===== src/usfdc_defines.vh =====
/*
 constants of the uart flow control and dma request gating block:
 register offsets, field positions and reset values.
 assumes a 32-bit register port with byte offsets.
*/
`ifndef USFDC_DEFINES_VH
`define USFDC_DEFINES_VH

// ----------------------------------------
// register offsets
// ----------------------------------------
`define USFDC_OFS_DMA_CTRL 8'h48
`define USFDC_OFS_FLOW_CFG 8'h50
`define USFDC_OFS_RESUME1 8'h54
`define USFDC_OFS_RESUME2 8'h58
`define USFDC_OFS_PAUSE1 8'h5c
`define USFDC_OFS_PAUSE2 8'h60
`define USFDC_OFS_STATUS 8'h64

// ----------------------------------------
// field positions
// ----------------------------------------
`define USFDC_DMA_RX_EN 0
`define USFDC_DMA_TX_EN 1
`define USFDC_DMA_STOP_ERR 3
`define USFDC_FC_EN 0
`define USFDC_FC_RXMODE_LO 1
`define USFDC_FC_TXMODE_LO 3
`define USFDC_FC_ANY 5
`define USFDC_FC_SPECIAL 6

// ----------------------------------------
// widths and reset values
// ----------------------------------------
`define USFDC_DMA_CTRL_W 4
`define USFDC_FLOW_CFG_W 7
`define USFDC_DMA_CTRL_RST 4'h0
`define USFDC_FLOW_CFG_RST 7'h00
`define USFDC_CHAR_RST 8'h00

`endif


===== src/usfdc_char_match.v =====
/*
 compares one received character with the programmed resume and pause
 characters under a two-bit pair selection.
 assumes inputs from logic on the same clock.
*/
`timescale 1ns/10ps

module usfdc_char_match #(
	parameter WIDTH = 8
) (
	input wire [WIDTH-1:0] charIn,
	input wire [1:0] pairSel,
	input wire anyResume,
	input wire [WIDTH-1:0] resumeFirst,
	input wire [WIDTH-1:0] resumeSecond,
	input wire [WIDTH-1:0] pauseFirst,
	input wire [WIDTH-1:0] pauseSecond,
	output wire isResume,
	output wire isPause,
	output wire isListed
);
	// ----------------------------------------
	// pair matching
	// ----------------------------------------
	wire useFirst;
	wire useSecond;
	wire listedResume;
	assign useFirst = pairSel[0];
	assign useSecond = pairSel[1];
	assign listedResume = (useFirst && charIn == resumeFirst) ||
		(useSecond && charIn == resumeSecond);
	assign isPause = (useFirst && charIn == pauseFirst) ||
		(useSecond && charIn == pauseSecond);
	assign isResume = (pairSel != 2'b00) && (anyResume || listedResume);
	assign isListed = isPause || listedResume;
endmodule // usfdc_char_match


===== src/usfdc_flow_ctrl.v =====
/*
 dma request gating and software flow control for a uart.
 assumes the uart core gives received characters as one-cycle strobes on
 this clock, raw dma requests and an error interrupt level on this clock.
 assumes the receive fifo almost-full level comes from this clock too,
 and that software writes reserved fields with their default values.
 holds no buffer: each received character is judged in the cycle it arrives.
*/
// Decided for this implementation: the address-and-strobe port.
`timescale 1ns/10ps
`include "usfdc_defines.vh"

module usfdc_flow_ctrl #(
	parameter CHAR_W = 8
) (
	input wire clock,
	input wire rst,
	input wire [7:0] regAddr,
	input wire [31:0] regWrData,
	input wire regWrite,
	input wire regRead,
	output reg [31:0] regRdData,
	input wire rxDmaReqRaw,
	input wire txDmaReqRaw,
	input wire uartErrIrq,
	output wire rxDmaReq,
	output wire txDmaReq,
	input wire [CHAR_W-1:0] rxChar,
	input wire rxCharValid,
	output reg [CHAR_W-1:0] rxFifoData,
	output reg rxFifoWrite,
	output reg specialCharSeen,
	output wire txHalt,
	input wire rxFifoAlmostFull,
	output reg sendPauseReq,
	output reg sendResumeReq,
	output reg [CHAR_W-1:0] flowCharOut
);
	// ----------------------------------------
	// registers
	// ----------------------------------------
	reg [`USFDC_DMA_CTRL_W-1:0] dmaCtrl_reg;
	reg [`USFDC_FLOW_CFG_W-1:0] flowCfg_reg;
	localparam N_CHARS = 4;
	// entry order: resume first, resume second, pause first, pause second
	localparam [8*N_CHARS-1:0] CHAR_ADDRS = {`USFDC_OFS_PAUSE2, `USFDC_OFS_PAUSE1,
		`USFDC_OFS_RESUME2, `USFDC_OFS_RESUME1};
	reg [CHAR_W-1:0] charTable_reg [0:N_CHARS-1];
	reg [31:0] rdData_next;
	wire [CHAR_W-1:0] resumeFirst;
	wire [CHAR_W-1:0] resumeSecond;
	wire [CHAR_W-1:0] pauseFirst;
	wire [CHAR_W-1:0] pauseSecond;
	wire txPaused;
	wire rxPaused;

	wire flowEn;
	wire [1:0] rxMode;
	wire [1:0] txMode;
	wire anyResume;
	wire specialEn;
	wire txFlowOn;
	wire rxFlowOn;

	// ----------------------------------------
	// configuration fields
	// ----------------------------------------
	assign flowEn = flowCfg_reg[`USFDC_FC_EN];
	assign rxMode = flowCfg_reg[`USFDC_FC_RXMODE_LO+1:`USFDC_FC_RXMODE_LO];
	assign txMode = flowCfg_reg[`USFDC_FC_TXMODE_LO+1:`USFDC_FC_TXMODE_LO];
	assign anyResume = flowCfg_reg[`USFDC_FC_ANY];
	assign specialEn = flowCfg_reg[`USFDC_FC_SPECIAL];
	assign txFlowOn = flowEn && (txMode != 2'b00);
	assign rxFlowOn = flowEn && (rxMode != 2'b00);

	// ----------------------------------------
	// register writes
	// ----------------------------------------
	// reserved bits are not stored; software keeps them at default
	always @(posedge clock or posedge rst) begin
		if (rst) begin
			dmaCtrl_reg <= `USFDC_DMA_CTRL_RST;
			flowCfg_reg <= `USFDC_FLOW_CFG_RST;
		end else if (regWrite) begin
			case (regAddr)
				`USFDC_OFS_DMA_CTRL: begin
					dmaCtrl_reg <= {regWrData[3], 1'b0, regWrData[1:0]};
				end
				`USFDC_OFS_FLOW_CFG: begin
					flowCfg_reg <= regWrData[`USFDC_FLOW_CFG_W-1:0];
				end
				default: begin
				end
			endcase
		end
	end

	// ----------------------------------------
	// character registers, one per entry
	// ----------------------------------------
	genvar gi;
	generate
		for (gi = 0; gi < N_CHARS; gi = gi + 1) begin : charEntry
			wire entryHit;
			assign entryHit = regWrite && (regAddr == CHAR_ADDRS[8*gi+:8]);
			always @(posedge clock or posedge rst) begin
				if (rst) begin
					charTable_reg[gi] <= `USFDC_CHAR_RST;
				end else if (entryHit) begin
					charTable_reg[gi] <= regWrData[CHAR_W-1:0];
				end
			end
		end
	endgenerate

	assign resumeFirst = charTable_reg[0];
	assign resumeSecond = charTable_reg[1];
	assign pauseFirst = charTable_reg[2];
	assign pauseSecond = charTable_reg[3];

	// ----------------------------------------
	// register reads
	// ----------------------------------------
	always @* begin
		rdData_next = 32'h00000000;
		case (regAddr)
			`USFDC_OFS_DMA_CTRL: rdData_next[`USFDC_DMA_CTRL_W-1:0] = dmaCtrl_reg;
			`USFDC_OFS_FLOW_CFG: rdData_next[`USFDC_FLOW_CFG_W-1:0] = flowCfg_reg;
			`USFDC_OFS_RESUME1: rdData_next[CHAR_W-1:0] = resumeFirst;
			`USFDC_OFS_RESUME2: rdData_next[CHAR_W-1:0] = resumeSecond;
			`USFDC_OFS_PAUSE1: rdData_next[CHAR_W-1:0] = pauseFirst;
			`USFDC_OFS_PAUSE2: rdData_next[CHAR_W-1:0] = pauseSecond;
			`USFDC_OFS_STATUS: rdData_next[1:0] = {rxPaused, txPaused};
			default: rdData_next = 32'h00000000;
		endcase
	end

	always @(posedge clock or posedge rst) begin
		if (rst) begin
			regRdData <= 32'h00000000;
		end else if (regRead) begin
			regRdData <= rdData_next;
		end else begin
			regRdData <= 32'h00000000;
		end
	end

	// ----------------------------------------
	// dma request gating
	// ----------------------------------------
	// gated requests follow the raw ones in the same cycle
	wire errorBlocksRx;
	wire rxDmaAllowed;
	wire txDmaAllowed;
	assign errorBlocksRx = dmaCtrl_reg[`USFDC_DMA_STOP_ERR] && uartErrIrq;
	assign rxDmaAllowed = dmaCtrl_reg[`USFDC_DMA_RX_EN] && !errorBlocksRx;
	assign txDmaAllowed = dmaCtrl_reg[`USFDC_DMA_TX_EN];
	assign rxDmaReq = rxDmaReqRaw && rxDmaAllowed;
	assign txDmaReq = txDmaReqRaw && txDmaAllowed;

	// ----------------------------------------
	// character matching
	// ----------------------------------------
	wire txResumeHit;
	wire txPauseHit;
	wire txListed;
	wire rxListed;

	usfdc_char_match #(
		.WIDTH(CHAR_W)
	) txMatch (
		.charIn(rxChar),
		.pairSel(txMode),
		.anyResume(anyResume),
		.resumeFirst(resumeFirst),
		.resumeSecond(resumeSecond),
		.pauseFirst(pauseFirst),
		.pauseSecond(pauseSecond),
		.isResume(txResumeHit),
		.isPause(txPauseHit),
		.isListed(txListed)
	);

	usfdc_char_match #(
		.WIDTH(CHAR_W)
	) rxMatch (
		.charIn(rxChar),
		.pairSel(rxMode),
		.anyResume(1'b0),
		.resumeFirst(resumeFirst),
		.resumeSecond(resumeSecond),
		.pauseFirst(pauseFirst),
		.pauseSecond(pauseSecond),
		.isResume(),
		.isPause(),
		.isListed(rxListed)
	);

	// ----------------------------------------
	// transmit pause state
	// ----------------------------------------
	// one-hot states
	localparam TX_RUN = 2'h1;
	localparam TX_HOLD = 2'h2;

	reg [1:0] txState_reg;
	reg [1:0] txState_next;

	// pause is checked first so a pause character never resumes itself
	always @* begin
		txState_next = txState_reg;
		case (txState_reg)
			TX_RUN: begin
				if (txFlowOn && rxCharValid && txPauseHit) begin
					txState_next = TX_HOLD;
				end
			end
			TX_HOLD: begin
				if (!txFlowOn) begin
					txState_next = TX_RUN;
				end else if (rxCharValid && txResumeHit && !txPauseHit) begin
					txState_next = TX_RUN;
				end
			end
			default: begin
				txState_next = TX_RUN;
			end
		endcase
	end

	// leaving flow control releases a held transmitter at once
	always @(posedge clock or posedge rst) begin
		if (rst) begin
			txState_reg <= TX_RUN;
		end else begin
			txState_reg <= txState_next;
		end
	end

	assign txPaused = txState_reg[1];
	assign txHalt = txPaused;

	// ----------------------------------------
	// receive path filter
	// ----------------------------------------
	wire flowCharIn;
	wire fifoWrite_next;
	wire specialSeen_next;
	assign flowCharIn = txFlowOn && txListed;
	assign fifoWrite_next = rxCharValid && !flowCharIn;
	assign specialSeen_next = rxCharValid && specialEn && rxListed;

	always @(posedge clock or posedge rst) begin
		if (rst) begin
			rxFifoData <= `USFDC_CHAR_RST;
			rxFifoWrite <= 1'b0;
			specialCharSeen <= 1'b0;
		end else begin
			rxFifoData <= rxChar;
			rxFifoWrite <= fifoWrite_next;
			specialCharSeen <= specialSeen_next;
		end
	end

	// ----------------------------------------
	// receive flow: ask peer to pause or resume
	// ----------------------------------------
	// one-hot states
	localparam RX_FLOWING = 2'h1;
	localparam RX_HELD = 2'h2;

	reg [1:0] rxState_reg;
	reg [1:0] rxState_next;
	reg sendPause_next;
	reg sendResume_next;
	reg [CHAR_W-1:0] flowChar_next;
	wire [CHAR_W-1:0] pauseSel;
	wire [CHAR_W-1:0] resumeSel;

	assign pauseSel = rxMode[0] ? pauseFirst : pauseSecond;
	assign resumeSel = rxMode[0] ? resumeFirst : resumeSecond;

	// a fifo that stays nearly full sends one pause only
	always @* begin
		rxState_next = rxState_reg;
		sendPause_next = 1'b0;
		sendResume_next = 1'b0;
		flowChar_next = flowCharOut;
		case (rxState_reg)
			RX_FLOWING: begin
				if (rxFlowOn && rxFifoAlmostFull) begin
					rxState_next = RX_HELD;
					sendPause_next = 1'b1;
					flowChar_next = pauseSel;
				end
			end
			RX_HELD: begin
				if (!rxFlowOn) begin
					rxState_next = RX_FLOWING;
				end else if (!rxFifoAlmostFull) begin
					rxState_next = RX_FLOWING;
					sendResume_next = 1'b1;
					flowChar_next = resumeSel;
				end
			end
			default: begin
				rxState_next = RX_FLOWING;
			end
		endcase
	end

	always @(posedge clock or posedge rst) begin
		if (rst) begin
			rxState_reg <= RX_FLOWING;
			sendPauseReq <= 1'b0;
			sendResumeReq <= 1'b0;
			flowCharOut <= `USFDC_CHAR_RST;
		end else begin
			rxState_reg <= rxState_next;
			sendPauseReq <= sendPause_next;
			sendResumeReq <= sendResume_next;
			flowCharOut <= flowChar_next;
		end
	end

	assign rxPaused = rxState_reg[1];
endmodule // usfdc_flow_ctrl


===== config.mk =====
export PLATFORM = sky130hd
export DESIGN_NAME = usfdc_flow_ctrl
export DESIGN_NICKNAME = d
export VERILOG_FILES = /design/src/usfdc_char_match.v /design/src/usfdc_flow_ctrl.v
export VERILOG_INCLUDE_DIRS = /design/src
export SDC_FILE = /design/constraint.sdc
export NUM_CORES = 1
export LEC_CHECK = 0
export ABC_AREA = 1
export BUFFER_PORTS_ARGS = -buffer_cell sky130_fd_sc_hd__buf_4
export CORE_UTILIZATION = 50
export CTS_CLUSTER_DIAMETER = 30
export DETAILED_ROUTE_END_ITERATION = 16
export PLACE_DENSITY = 0.75
export SYNTH_ARGS = -nofsm -noshare
export SYNTH_HDL_FRONTEND = slang
export SYNTH_HIERARCHICAL = 1
export SYNTH_SLANG_ARGS = --single-unit

===== constraint.sdc =====
create_clock -name clock -period 5.1 [get_ports clock]
set_input_delay 1.02 -clock clock [delete_from_list [all_inputs] [get_ports clock]]
set_output_delay 1.02 -clock clock [all_outputs]
set_load 0.005 [all_outputs]

Yosys cells after proc, flatten, opt, wreduce, memory -nomap -nowiden:

Index checks and enable logic that the tools add are counted.

* eq/ne operators: 21
* muxes and demuxes: 24
* reductions and logical operators: 46

Operator list (number)
* equality test 8 x 7 -> 1 bit, second input constant: 7
* 2-to-1 mux 8 bit: 6
* equality test 8 bit: 4
* logical AND 1 bit: 28
* case mux 8 bit (2 select lines): 1
* case mux 3 bit (5 select lines): 1
* case mux 2 bit (7 select lines): 1
* 2-to-1 mux 2 bit: 6
* case mux 2 bit (6 select lines): 1
* != test 2 bit, second input constant: 4
* case mux 2 bit (2 select lines): 2
* AND reduction 2 bit: 4
* logical OR 1 bit: 7
* != test 3 bit, second input constant: 2
* nonzero test 2 bit: 3
* 2-to-1 mux 1 bit: 5
* equality test 2 x 1 -> 1 bit, second input constant: 2
* equality test 2 bit, second input constant: 2
* case mux 1 bit (4 select lines): 1
* AND reduction 4 bit: 1
* logical NOT 1 bit: 3

* bits of input ports: 57
* bits in registers: 98

Logic depth before layout (Yosys ltp):

Gate-level depths: netlist (run 1).

* depth in word-level cells: 10
* mapped depth: 14

Cells and area by module:

Netlist (run 1), hierarchy kept.

By module, submodules not included
* usfdc_flow_ctrl: area an instance 3738.6 µm², times used 1, cells an instance 434, sequential area each 1854.3 µm²
* usfdc_char_match: area an instance 555.5 µm², times used 2, cells an instance 122, sequential area each 0.0 µm²

Worst setup path before layout (run 1):

OpenSTA, ideal clock, no wires.

* path kind: in2out
* start: input port rxDmaReqRaw
* end: output port rxDmaReq
* required time: 4.080 ns
* data arrival time: 1.189 ns
* stages: 2
* setup slack: 2.891 ns
* path buffers: 0
* path through: nand2_1 a21oi_1

* longest elaborated chain between the ends: 1

Ends and longest elaborated chain
* start: declaration: RTL line usfdc_flow_ctrl.v:23 `input wire rxDmaReqRaw,`
* logical AND 1 bit: RTL line usfdc_flow_ctrl.v:158 `assign rxDmaReq = rxDmaReqRaw && rxDmaAllowed;`
* end: declaration: RTL line usfdc_flow_ctrl.v:26 `output wire rxDmaReq,`

No other way between the ends.

Final worst setup path (run 1):

* start: input port uartErrIrq
* end: output port rxDmaReq

* longest elaborated chain between the ends: 4

Ends and longest elaborated chain
* start: declaration: RTL line usfdc_flow_ctrl.v:25 `input wire uartErrIrq,`
* logical AND 1 bit: RTL line usfdc_flow_ctrl.v:155 `` assign errorBlocksRx = dmaCtrl_reg[`USFDC_DMA_STOP_ERR] && uartErrIrq; ``
* logical NOT 1 bit: RTL line usfdc_flow_ctrl.v:156 `` assign rxDmaAllowed = dmaCtrl_reg[`USFDC_DMA_RX_EN] && !errorBlocksRx; ``
* logical AND 1 bit: RTL line usfdc_flow_ctrl.v:156
* logical AND 1 bit: RTL line usfdc_flow_ctrl.v:158

No other way between the ends.

==> impl_metrics.tcl, run 1 <==
set metrics [dict create \
    status "complete, no violations" \
    antenna_left 0 \
    powerDensity_nw_per_um2 255 \
    p_total_mw 1.39 \
    die_w_um 100 \
    firstDrtPassIters 6 \
    worst_pin_slew_ns 0.905 \
    max_cap_viol_count 0 \
    clock-root-buffer "clkbuf_8" \
    drc 0 \
    grt_pass1_wl_um 21500 \
    syn_area_um2 4820 \
    hold_viol_final 0 \
    setup_viol 0 \
    worstPathRequired_ns 4.08 \
    timing.fmax_mhz 415 \
    row_count 35 \
    drive_above_1_share 0.186 \
    path_max_fanout 1 \
    dp_hpwl_um 10100 \
    die_area_um2 10000 \
    avgSynthCellArea_um2 7.18 \
    place_congestion 0.943 \
    cts_made_buffers 9 \
    cts_max_level 3 \
    min_period_over_period 0.473 \
    cp-end-kind "output port" \
    max-clock-path-buffers 2 \
    ys_warn_count 6 \
    cts_tree "done" \
    cts_repair_resize_count 0 \
    num_vias 4551 \
    drt_wl_total_um 13800 \
    worstRegToRegCells 6 \
    dr.first_iter.drc_count 427 \
    period_minus_slack_ns 2.41 \
    slew_viol_final 0 \
    path_class "input pin to output port" \
    die_y_um 100 \
    worstSkewPairLatency_ns 0.36 \
    num-nets-final 789 \
    hold_path_class "register to register" \
    grtUsageTotal 0.288 \
    cp-start-kind "input pin" \
    relSlewSlack 0.396 \
    peakVddDrop_uv 133 \
    antenna_found_initial 0 \
    cts_setup_buffers 0 \
    cp.arrival_ns 1.39 \
    wl_per_cell_um 15.9 \
    syn_inst 672 \
    core_area_um2 9280 \
    numClockSinks 74 \
    hold_depth 2 \
    fin_worst_skew_ns 0.00589 \
    antenna_cells 0 \
    grt_overflow 0 \
    clk_pin_slew_worst_paths_ns 0.07 \
    syn2layout_area_growth_pct 13.0 \
    grt_start_max_net_pins 43 \
    ios 112 \
    leakage_nw 2.83 \
    fill_cells 895 \
    dp_cells 850 \
    fin_cells 865 \
    hold_buffers 0 \
    tns_ns 0 \
    io_buffers 63 \
    start_util 0.520 \
    viasPerCell 5.26 \
    first_global_vias 4156 \
    rsz0062_at_grt "false" \
]
critical path, cell delays in order:
cell and delay [ns]:
buf_4 0.11, a21oi_1 0.13, buf_4 0.13
area by class of cell:
cell class | count | area, um^2 | share of cell area
multi-input cells | 494 | 2420 | 0.444
inverters | 89 | 334 | 0.0613
clock buffers | 10 | 138 | 0.0252
well taps | 129 | 161 | 0.0296
clock inverters | 5 | 61.3 | 0.0112
repair buffers | 64 | 480 | 0.0881
flip-flops and latches | 74 | 1850 | 0.340
stage by stage:
step	setup WS (ns)	util	hold WS, ns	instance area, um^2
global placement	2.71	0.566	0.519	5250
finish	2.69	0.587	0.539	5450
CTS	2.68	0.587	0.545	5450
floorplan	2.20	-	0.467	4910
detailed placement	2.68	0.566	0.528	5250
global route	2.65	0.587	0.562	5450
report_power, final:
part | internal (mW) | switching, mW
Sequential | 0.625 | 0.0673
Combinational | 0.0917 | 0.129
Clock | 0.240 | 0.236
Total | 0.957 | 0.433
worst paths after layout:
check,to,slack (ns),start
max in group asynchronous,resumeFirst[1],3.27,rst
setup reg to reg,flowCharOut[6],3.35,flowCfg_reg[1]
hold reg to reg,flowCharOut[1],0.54,flowCharOut[1]
hold / removal,flowCharOut[1],0.54,flowCharOut[1]
min in group asynchronous,rxFifoData[7],0.85,rst
setup / recovery,rxDmaReq,2.69,uartErrIrq
layout by cell type (no fill, tap or decap), types with 3 or more instances in the layout:
cell / instances
inv_2: 22
o21ai_0: 40
inv_1: 62
o21a_1: 22
xnor2_1: 8
nor2_4: 5
o21ai_1: 11
nand2_1: 188
nand2_2: 9
buf_4: 64
nor2_2: 8
clkbuf_8: 10
clkinv_1: 5
xor2_1: 8
a21oi_1: 22
nand3_2: 3
dfrtp_1: 72
conb_1: 24
nor2_8: 5
nor2_1: 61
nor3_1: 3
nand3_1: 62
nand2_4: 3
per-layer routing:
metal	up-vias	routed length, um	GRT usage
met4	0	603	0.146
met5	-	0	0
met3	46	1220	0.0362
met1	2108	5500	0.377
li1	2183	-	-
met2	214	6430	0.470
Note: power is estimated with default switching activity, not from simulation.
==> run 2: changes to the inputs <==
--- a/config.mk
+++ b/config.mk
@@ -6,12 +6,12 @@
 export SDC_FILE = /design/constraint.sdc
 export NUM_CORES = 1
 export LEC_CHECK = 0
-export ABC_AREA = 1
+export ABC_AREA = 0
 export BUFFER_PORTS_ARGS = -buffer_cell sky130_fd_sc_hd__buf_4
 export CORE_UTILIZATION = 50
 export CTS_CLUSTER_DIAMETER = 30
 export DETAILED_ROUTE_END_ITERATION = 16
-export PLACE_DENSITY = 0.75
+export PLACE_DENSITY = 0.76
 export SYNTH_ARGS = -nofsm -noshare
 export SYNTH_HDL_FRONTEND = slang
 export SYNTH_HIERARCHICAL = 1
==> constraint.sdc (replaced) <==
create_clock -name clock -period 2.3 [get_ports clock]
set_input_delay 0.46 -clock clock [delete_from_list [all_inputs] [get_ports clock]]
set_output_delay 0.46 -clock clock [all_outputs]
set_load 0.005 [all_outputs]
==> run 2 against run 1 <==
Effect of this change: hold slack worse by 0.33 ns; cell area down 6.1%; total power up 110%; non-clock buffer count up 8; synthesized area down 9.1%; critical endpoint is now flowCharOut[7]; largest cell class unchanged; highest routed layer unchanged.
==> impl_metrics.tcl, run 2 <==
set metrics [dict create \
    drive_above_1_share 0.371 \
    syn_inst 370 \
    cts_made_buffers 9 \
    drt_wl_total_um 10400 \
    io_buffers 63 \
    grt_start_max_net_pins 75 \
    max-clock-path-buffers 2 \
    max_cap_viol_count 0 \
    peakVddDrop_uv 312 \
    ios 112 \
    hold_path_class "input pin to asynchronous set/reset pin" \
    clk_pin_slew_worst_paths_ns 0.08 \
    p_total_mw 2.89 \
    rsz0062_at_grt "false" \
    worstPathRequired_ns 2.53 \
    place_congestion 0.916 \
    powerDensity_nw_per_um2 565 \
    min_period_over_period 0.839 \
    drc 0 \
    grtUsageTotal 0.243 \
    syn_area_um2 4380 \
    path_class "register to register" \
    grt_pass1_wl_um 15900 \
    fin_cells 550 \
    die_area_um2 9140 \
    num_vias 3155 \
    hold_buffers 0 \
    fin_worst_skew_ns 0.0106 \
    wl_per_cell_um 18.9 \
    fill_cells 694 \
    slew_viol_final 0 \
    die_w_um 95.6 \
    path_max_fanout 8 \
    start_util 0.526 \
    dp_hpwl_um 7660 \
    first_global_vias 2889 \
    hold_viol_final 0 \
    avgSynthCellArea_um2 11.8 \
    period_minus_slack_ns 1.93 \
    timing.fmax_mhz 519 \
    cts_setup_buffers 0 \
    num-nets-final 497 \
    antenna_left 0 \
    firstDrtPassIters 6 \
    cts_repair_resize_count 0 \
    ys_warn_count 6 \
    setup_ws_ns 0.371 \
    row_count 33 \
    placed_cell_area_um2 4900 \
    clock-root-buffer "clkbuf_8" \
    dp_cells 534 \
    setup_viol 0 \
    cts_tree "done" \
    tns_ns 0 \
    status "complete, no violations" \
    core_area_um2 8340 \
    cp-start-kind "register" \
    final_common_cell "dfrtp_1" \
    antenna_cells 0 \
    top_layer_used "met4" \
    cts_max_level 3 \
    cp-end-kind "register" \
    numClockSinks 74 \
    antenna_found_initial 0 \
    final_area_um2 5120 \
    leakage_nw 2.35 \
    dr.first_iter.drc_count 170 \
    viasPerCell 5.74 \
    wl_met3_um 588 \
    wl_met1_um 4540 \
    die_y_um 95.6 \
    cp.arrival_ns 2.16 \
    syn2layout_area_growth_pct 16.8 \
    met2WireLength_um 5050 \
    post-place-ws_ns 0.308 \
    final_cell_mix "dfrtp_1 (72), buf_4 (71), mux2_2 (51)" \
    grt_overflow 0 \
    worstSkewPairLatency_ns 0.35 \
]
-- run 2: power breakdown --
part	total [mW]	switching (mW)	internal, mW
Combinational	0.372	0.188	0.184
Clock	1.11	0.499	0.612
Sequential	1.41	0.0653	1.34
Total	2.89	0.752	2.14
-- run 2: routing by layer --
metal / track usage / vias to the layer above
met2: 0.390 / 137
li1: - / 1420
met3: 0.0431 / 25
met1: 0.327 / 1573
met5: 0 / -
met4: 0.0970 / 0
-- run 2: path summary, 6_finish.rpt --
check | from | end | slack [ns] | cells after the start
setup / recovery | rxState_reg[1] | flowCharOut[7] | 0.37 | 4
hold / removal | rst | pauseSecond[5] | 0.21 | 3
setup reg to reg | rxState_reg[1] | flowCharOut[7] | 0.37 | 4
hold reg to reg | flowCharOut[3] | flowCharOut[3] | 0.51 | 1
max in group asynchronous | rst | txState_reg[0] | 1.77 | 3
min in group clock | rxFifoAlmostFull | rxState_reg[0] | 0.29 | 2
-- run 2: area by class of cell --
cell class	instances	area, um^2	area share
multi-input cells	278	2340	0.457
flip-flops and latches	74	1850	0.362
repair buffers	72	553	0.108
well taps	105	131	0.0257
clock buffers	10	128	0.0249
clock inverters	6	91.3	0.0178
inverters	5	22.5	0.00440
-- run 2: through the flow --
step,hold WS [ns],utilization
global route,0.233,0.614
detailed placement,0.501,0.587
global placement,0.492,0.587
floorplan,0.489,-
CTS,0.216,0.614
finish,0.206,0.614
-- run 2: worst max-delay path: stages (launching register included) --
cell,delay (ns)
dfrtp_1,0.45
and2b_1,0.40
nand2b_1,0.14
a21oi_2,0.43
mux2_2,0.38
==> run 3: changes to the inputs <==
--- a/config.mk
+++ b/config.mk
@@ -6,12 +6,12 @@
 export SDC_FILE = /design/constraint.sdc
 export NUM_CORES = 1
 export LEC_CHECK = 0
-export ABC_AREA = 0
+export ABC_AREA = 1
 export BUFFER_PORTS_ARGS = -buffer_cell sky130_fd_sc_hd__buf_4
 export CORE_UTILIZATION = 50
 export CTS_CLUSTER_DIAMETER = 30
 export DETAILED_ROUTE_END_ITERATION = 16
-export PLACE_DENSITY = 0.76
+export PLACE_DENSITY = 0.75
 export SYNTH_ARGS = -nofsm -noshare
 export SYNTH_HDL_FRONTEND = slang
 export SYNTH_HIERARCHICAL = 1
==> constraint.sdc (replaced) <==
create_clock -name clock -period 1.87 [get_ports clock]
set_input_delay 0.374 -clock clock [delete_from_list [all_inputs] [get_ports clock]]
set_output_delay 0.374 -clock clock [all_outputs]
set_load 0.005 [all_outputs]
==> run 3 against run 2 <==
Effect of this change: hold slack worse by 0.13 ns; global-route usage up 6.4 points; total power up 29%; largest power group unchanged.
==> impl_metrics.tcl, run 3 (synthesized netlist as in run 1, its figures left out) <==
set metrics [dict create \
    status "complete, no violations" \
    cts_repair_resize_count 0 \
    cp_cell_sequence "inv_1 -> nand2_1 -> nand2_1 -> clkinv_1 -> nand2_2 -> nor2_2 -> nand3_1 -> nand3_1 -> nand2_1 -> inv_1 -> nand2_1 -> o21ai_0 -> a21oi_1" \
    worstPathRequired_ns 2.11 \
    r2r_slack_ns 0.19 \
    worst_pin_slew_ns 0.591 \
    num_vias 4753 \
    min_period_over_period 0.896 \
    dr.first_iter.drc_count 533 \
    die_y_um 100 \
    io_buffers 63 \
    timing.fmax_mhz 597 \
    firstDrtPassIters 5 \
    grtUsageTotal 0.307 \
    cp.arrival_ns 1.91 \
    power_report.internal_total_mw 2.55 \
    final_cell_mix "nand2_1 (188), buf_4 (84), dfrtp_1 (72)" \
    drive_above_1_share 0.209 \
    cts_tree "done" \
    final_common_cell "nand2_1" \
    antenna_found_initial 0 \
    hold_viol_final 0 \
    syn2layout_area_growth_pct 16.7 \
    netSwitchingFraction 0.319 \
    path_max_fanout 7 \
    relSlewSlack 0.605 \
    cp-start-kind "register" \
    max_cap_viol_count 0 \
    row_count 35 \
    drc 0 \
    powerDensity_nw_per_um2 665 \
    setup_viol 0 \
    grt_pass1_wl_um 22900 \
    num-nets-final 811 \
    viasPerCell 5.35 \
    hold_path_class "input pin to asynchronous set/reset pin" \
    cts_max_level 3 \
    cts_made_buffers 9 \
    cts_setup_buffers 0 \
    cp_top_family "flip-flops" \
    clk_pin_slew_worst_paths_ns 0.09 \
    numClockSinks 74 \
    fill_cells 918 \
    max-clock-path-buffers 2 \
    fin_worst_skew_ns 0.0101 \
    seqPwrFrac 0.499 \
    worstSkewPairLatency_ns 0.36 \
    hold_buffers 0 \
    dp_hpwl_um 11100 \
    rsz0062_at_grt "false" \
    tns_ns 0 \
    ios 112 \
    peakVddDrop_uv 521 \
    start_util 0.520 \
    crit_top_cell "nand2_1" \
    grt_overflow 0 \
    slew_viol_final 0 \
    first_global_vias 4481 \
    die_area_um2 10000 \
    power_frac_clock 0.317 \
    power_frac_comb 0.184 \
    path_class "register to register" \
    cpPeakStageDelay_ns 0.62 \
    cp-end-kind "register" \
    place_congestion 1.01 \
    wl_per_cell_um 16.5 \
    leakage_nw 2.94 \
    grt_start_max_net_pins 31 \
    core_area_um2 9280 \
    drt_wl_total_um 14600 \
    die_w_um 100 \
    cp_slowest_cell "dfrtp_1" \
    cp_num_buf_inv 3 \
    clock-root-buffer "clkbuf_8" \
    antenna_cells 0 \
    p_sw_mw 1.19 \
    antenna_left 0 \
    fin_util 0.606 \
    period_minus_slack_ns 1.68 \
]
## run 3: changes by cell type in the layout (fill, tap and decap cells not counted), moves of 13 or more
cell     delta
inv_2      +21
mux2_2     -51
o21a_1     +20
buf_4      +13
nor2_1     +52
inv_1      +58
nand2_1   +177
o21ai_0    +33
nand3_1    +51
xnor2_1    -28
xor2_1     -21
## run 3: worst register-to-register path: stages (launching register included)
cell and delay, ns:
dfrtp_1 0.62, inv_1 0.08, nand2_1 0.07, nand2_1 0.07
clkinv_1 0.06, nand2_2 0.05, nor2_2 0.07, nand3_1 0.08
nand3_1 0.09, nand2_1 0.05, inv_1 0.05, nand2_1 0.04
o21ai_0 0.13, a21oi_1 0.10
## run 3: area by class of cell
class | count | area, um^2 | area share
Clock buffer | 12 | 155 | 0.0276
Timing Repair Buffer | 86 | 671 | 0.119
Clock inverter | 4 | 26.3 | 0.00467
Inverter | 89 | 338 | 0.0600
Multi-Input combinational cell | 494 | 2420 | 0.431
Tap cell | 129 | 161 | 0.0287
Sequential cell | 74 | 1850 | 0.329
## run 3: worst paths after layout
check,cells after the start,to,startpoint
max reg2reg,13,txState_reg[1],resumeSecond[1]
min in group clock,1,rxFifoData[5],rxChar[5]
max,13,txState_reg[1],resumeSecond[1]
min,2,rxFifoData[1],rst
min reg2reg,1,dmaCtrl_reg[0],dmaCtrl_reg[0]
max in group asynchronous,3,rxState_reg[0],rst
## run 3: power groups by stage
stage | Combinational (mW) | Sequential (mW) | Clock, mW
6_report | 0.688 | 1.87 | 1.19
5_1_grt | 0.765 | 1.88 | 1.26
4_1_cts | 0.684 | 1.86 | 1.19
3_5_place_dp | 0.681 | 1.89 | 0
3_3_place_gp | 0.662 | 1.89 | 0
2_1_floorplan | 0.433 | 1.83 | 0
## run 3: through the flow
step                hold slack (ns)  std cells  instance area, um^2  worst slack [ns]  power [mW]
floorplan                     0.405        695                 4910             0.505        2.26
global placement              0.463        872                 5450             0.204        2.55
detailed placement            0.482        872                 5450             0.167        2.57
CTS                           0.103        888                 5630             0.211        3.74
global route                  0.122        888                 5630            0.0204        3.91
finish                       0.0793        888                 5630             0.194        3.75
## run 3: routing by layer
| layer | share of wire | GRT usage |
|---|---|---|
| met1 | 0.40 | 0.386 |
| met2 | 0.46 | 0.498 |
| met3 | 0.091 | 0.0627 |
| met4 | 0.049 | 0.163 |
| met5 | 0 | 0 |
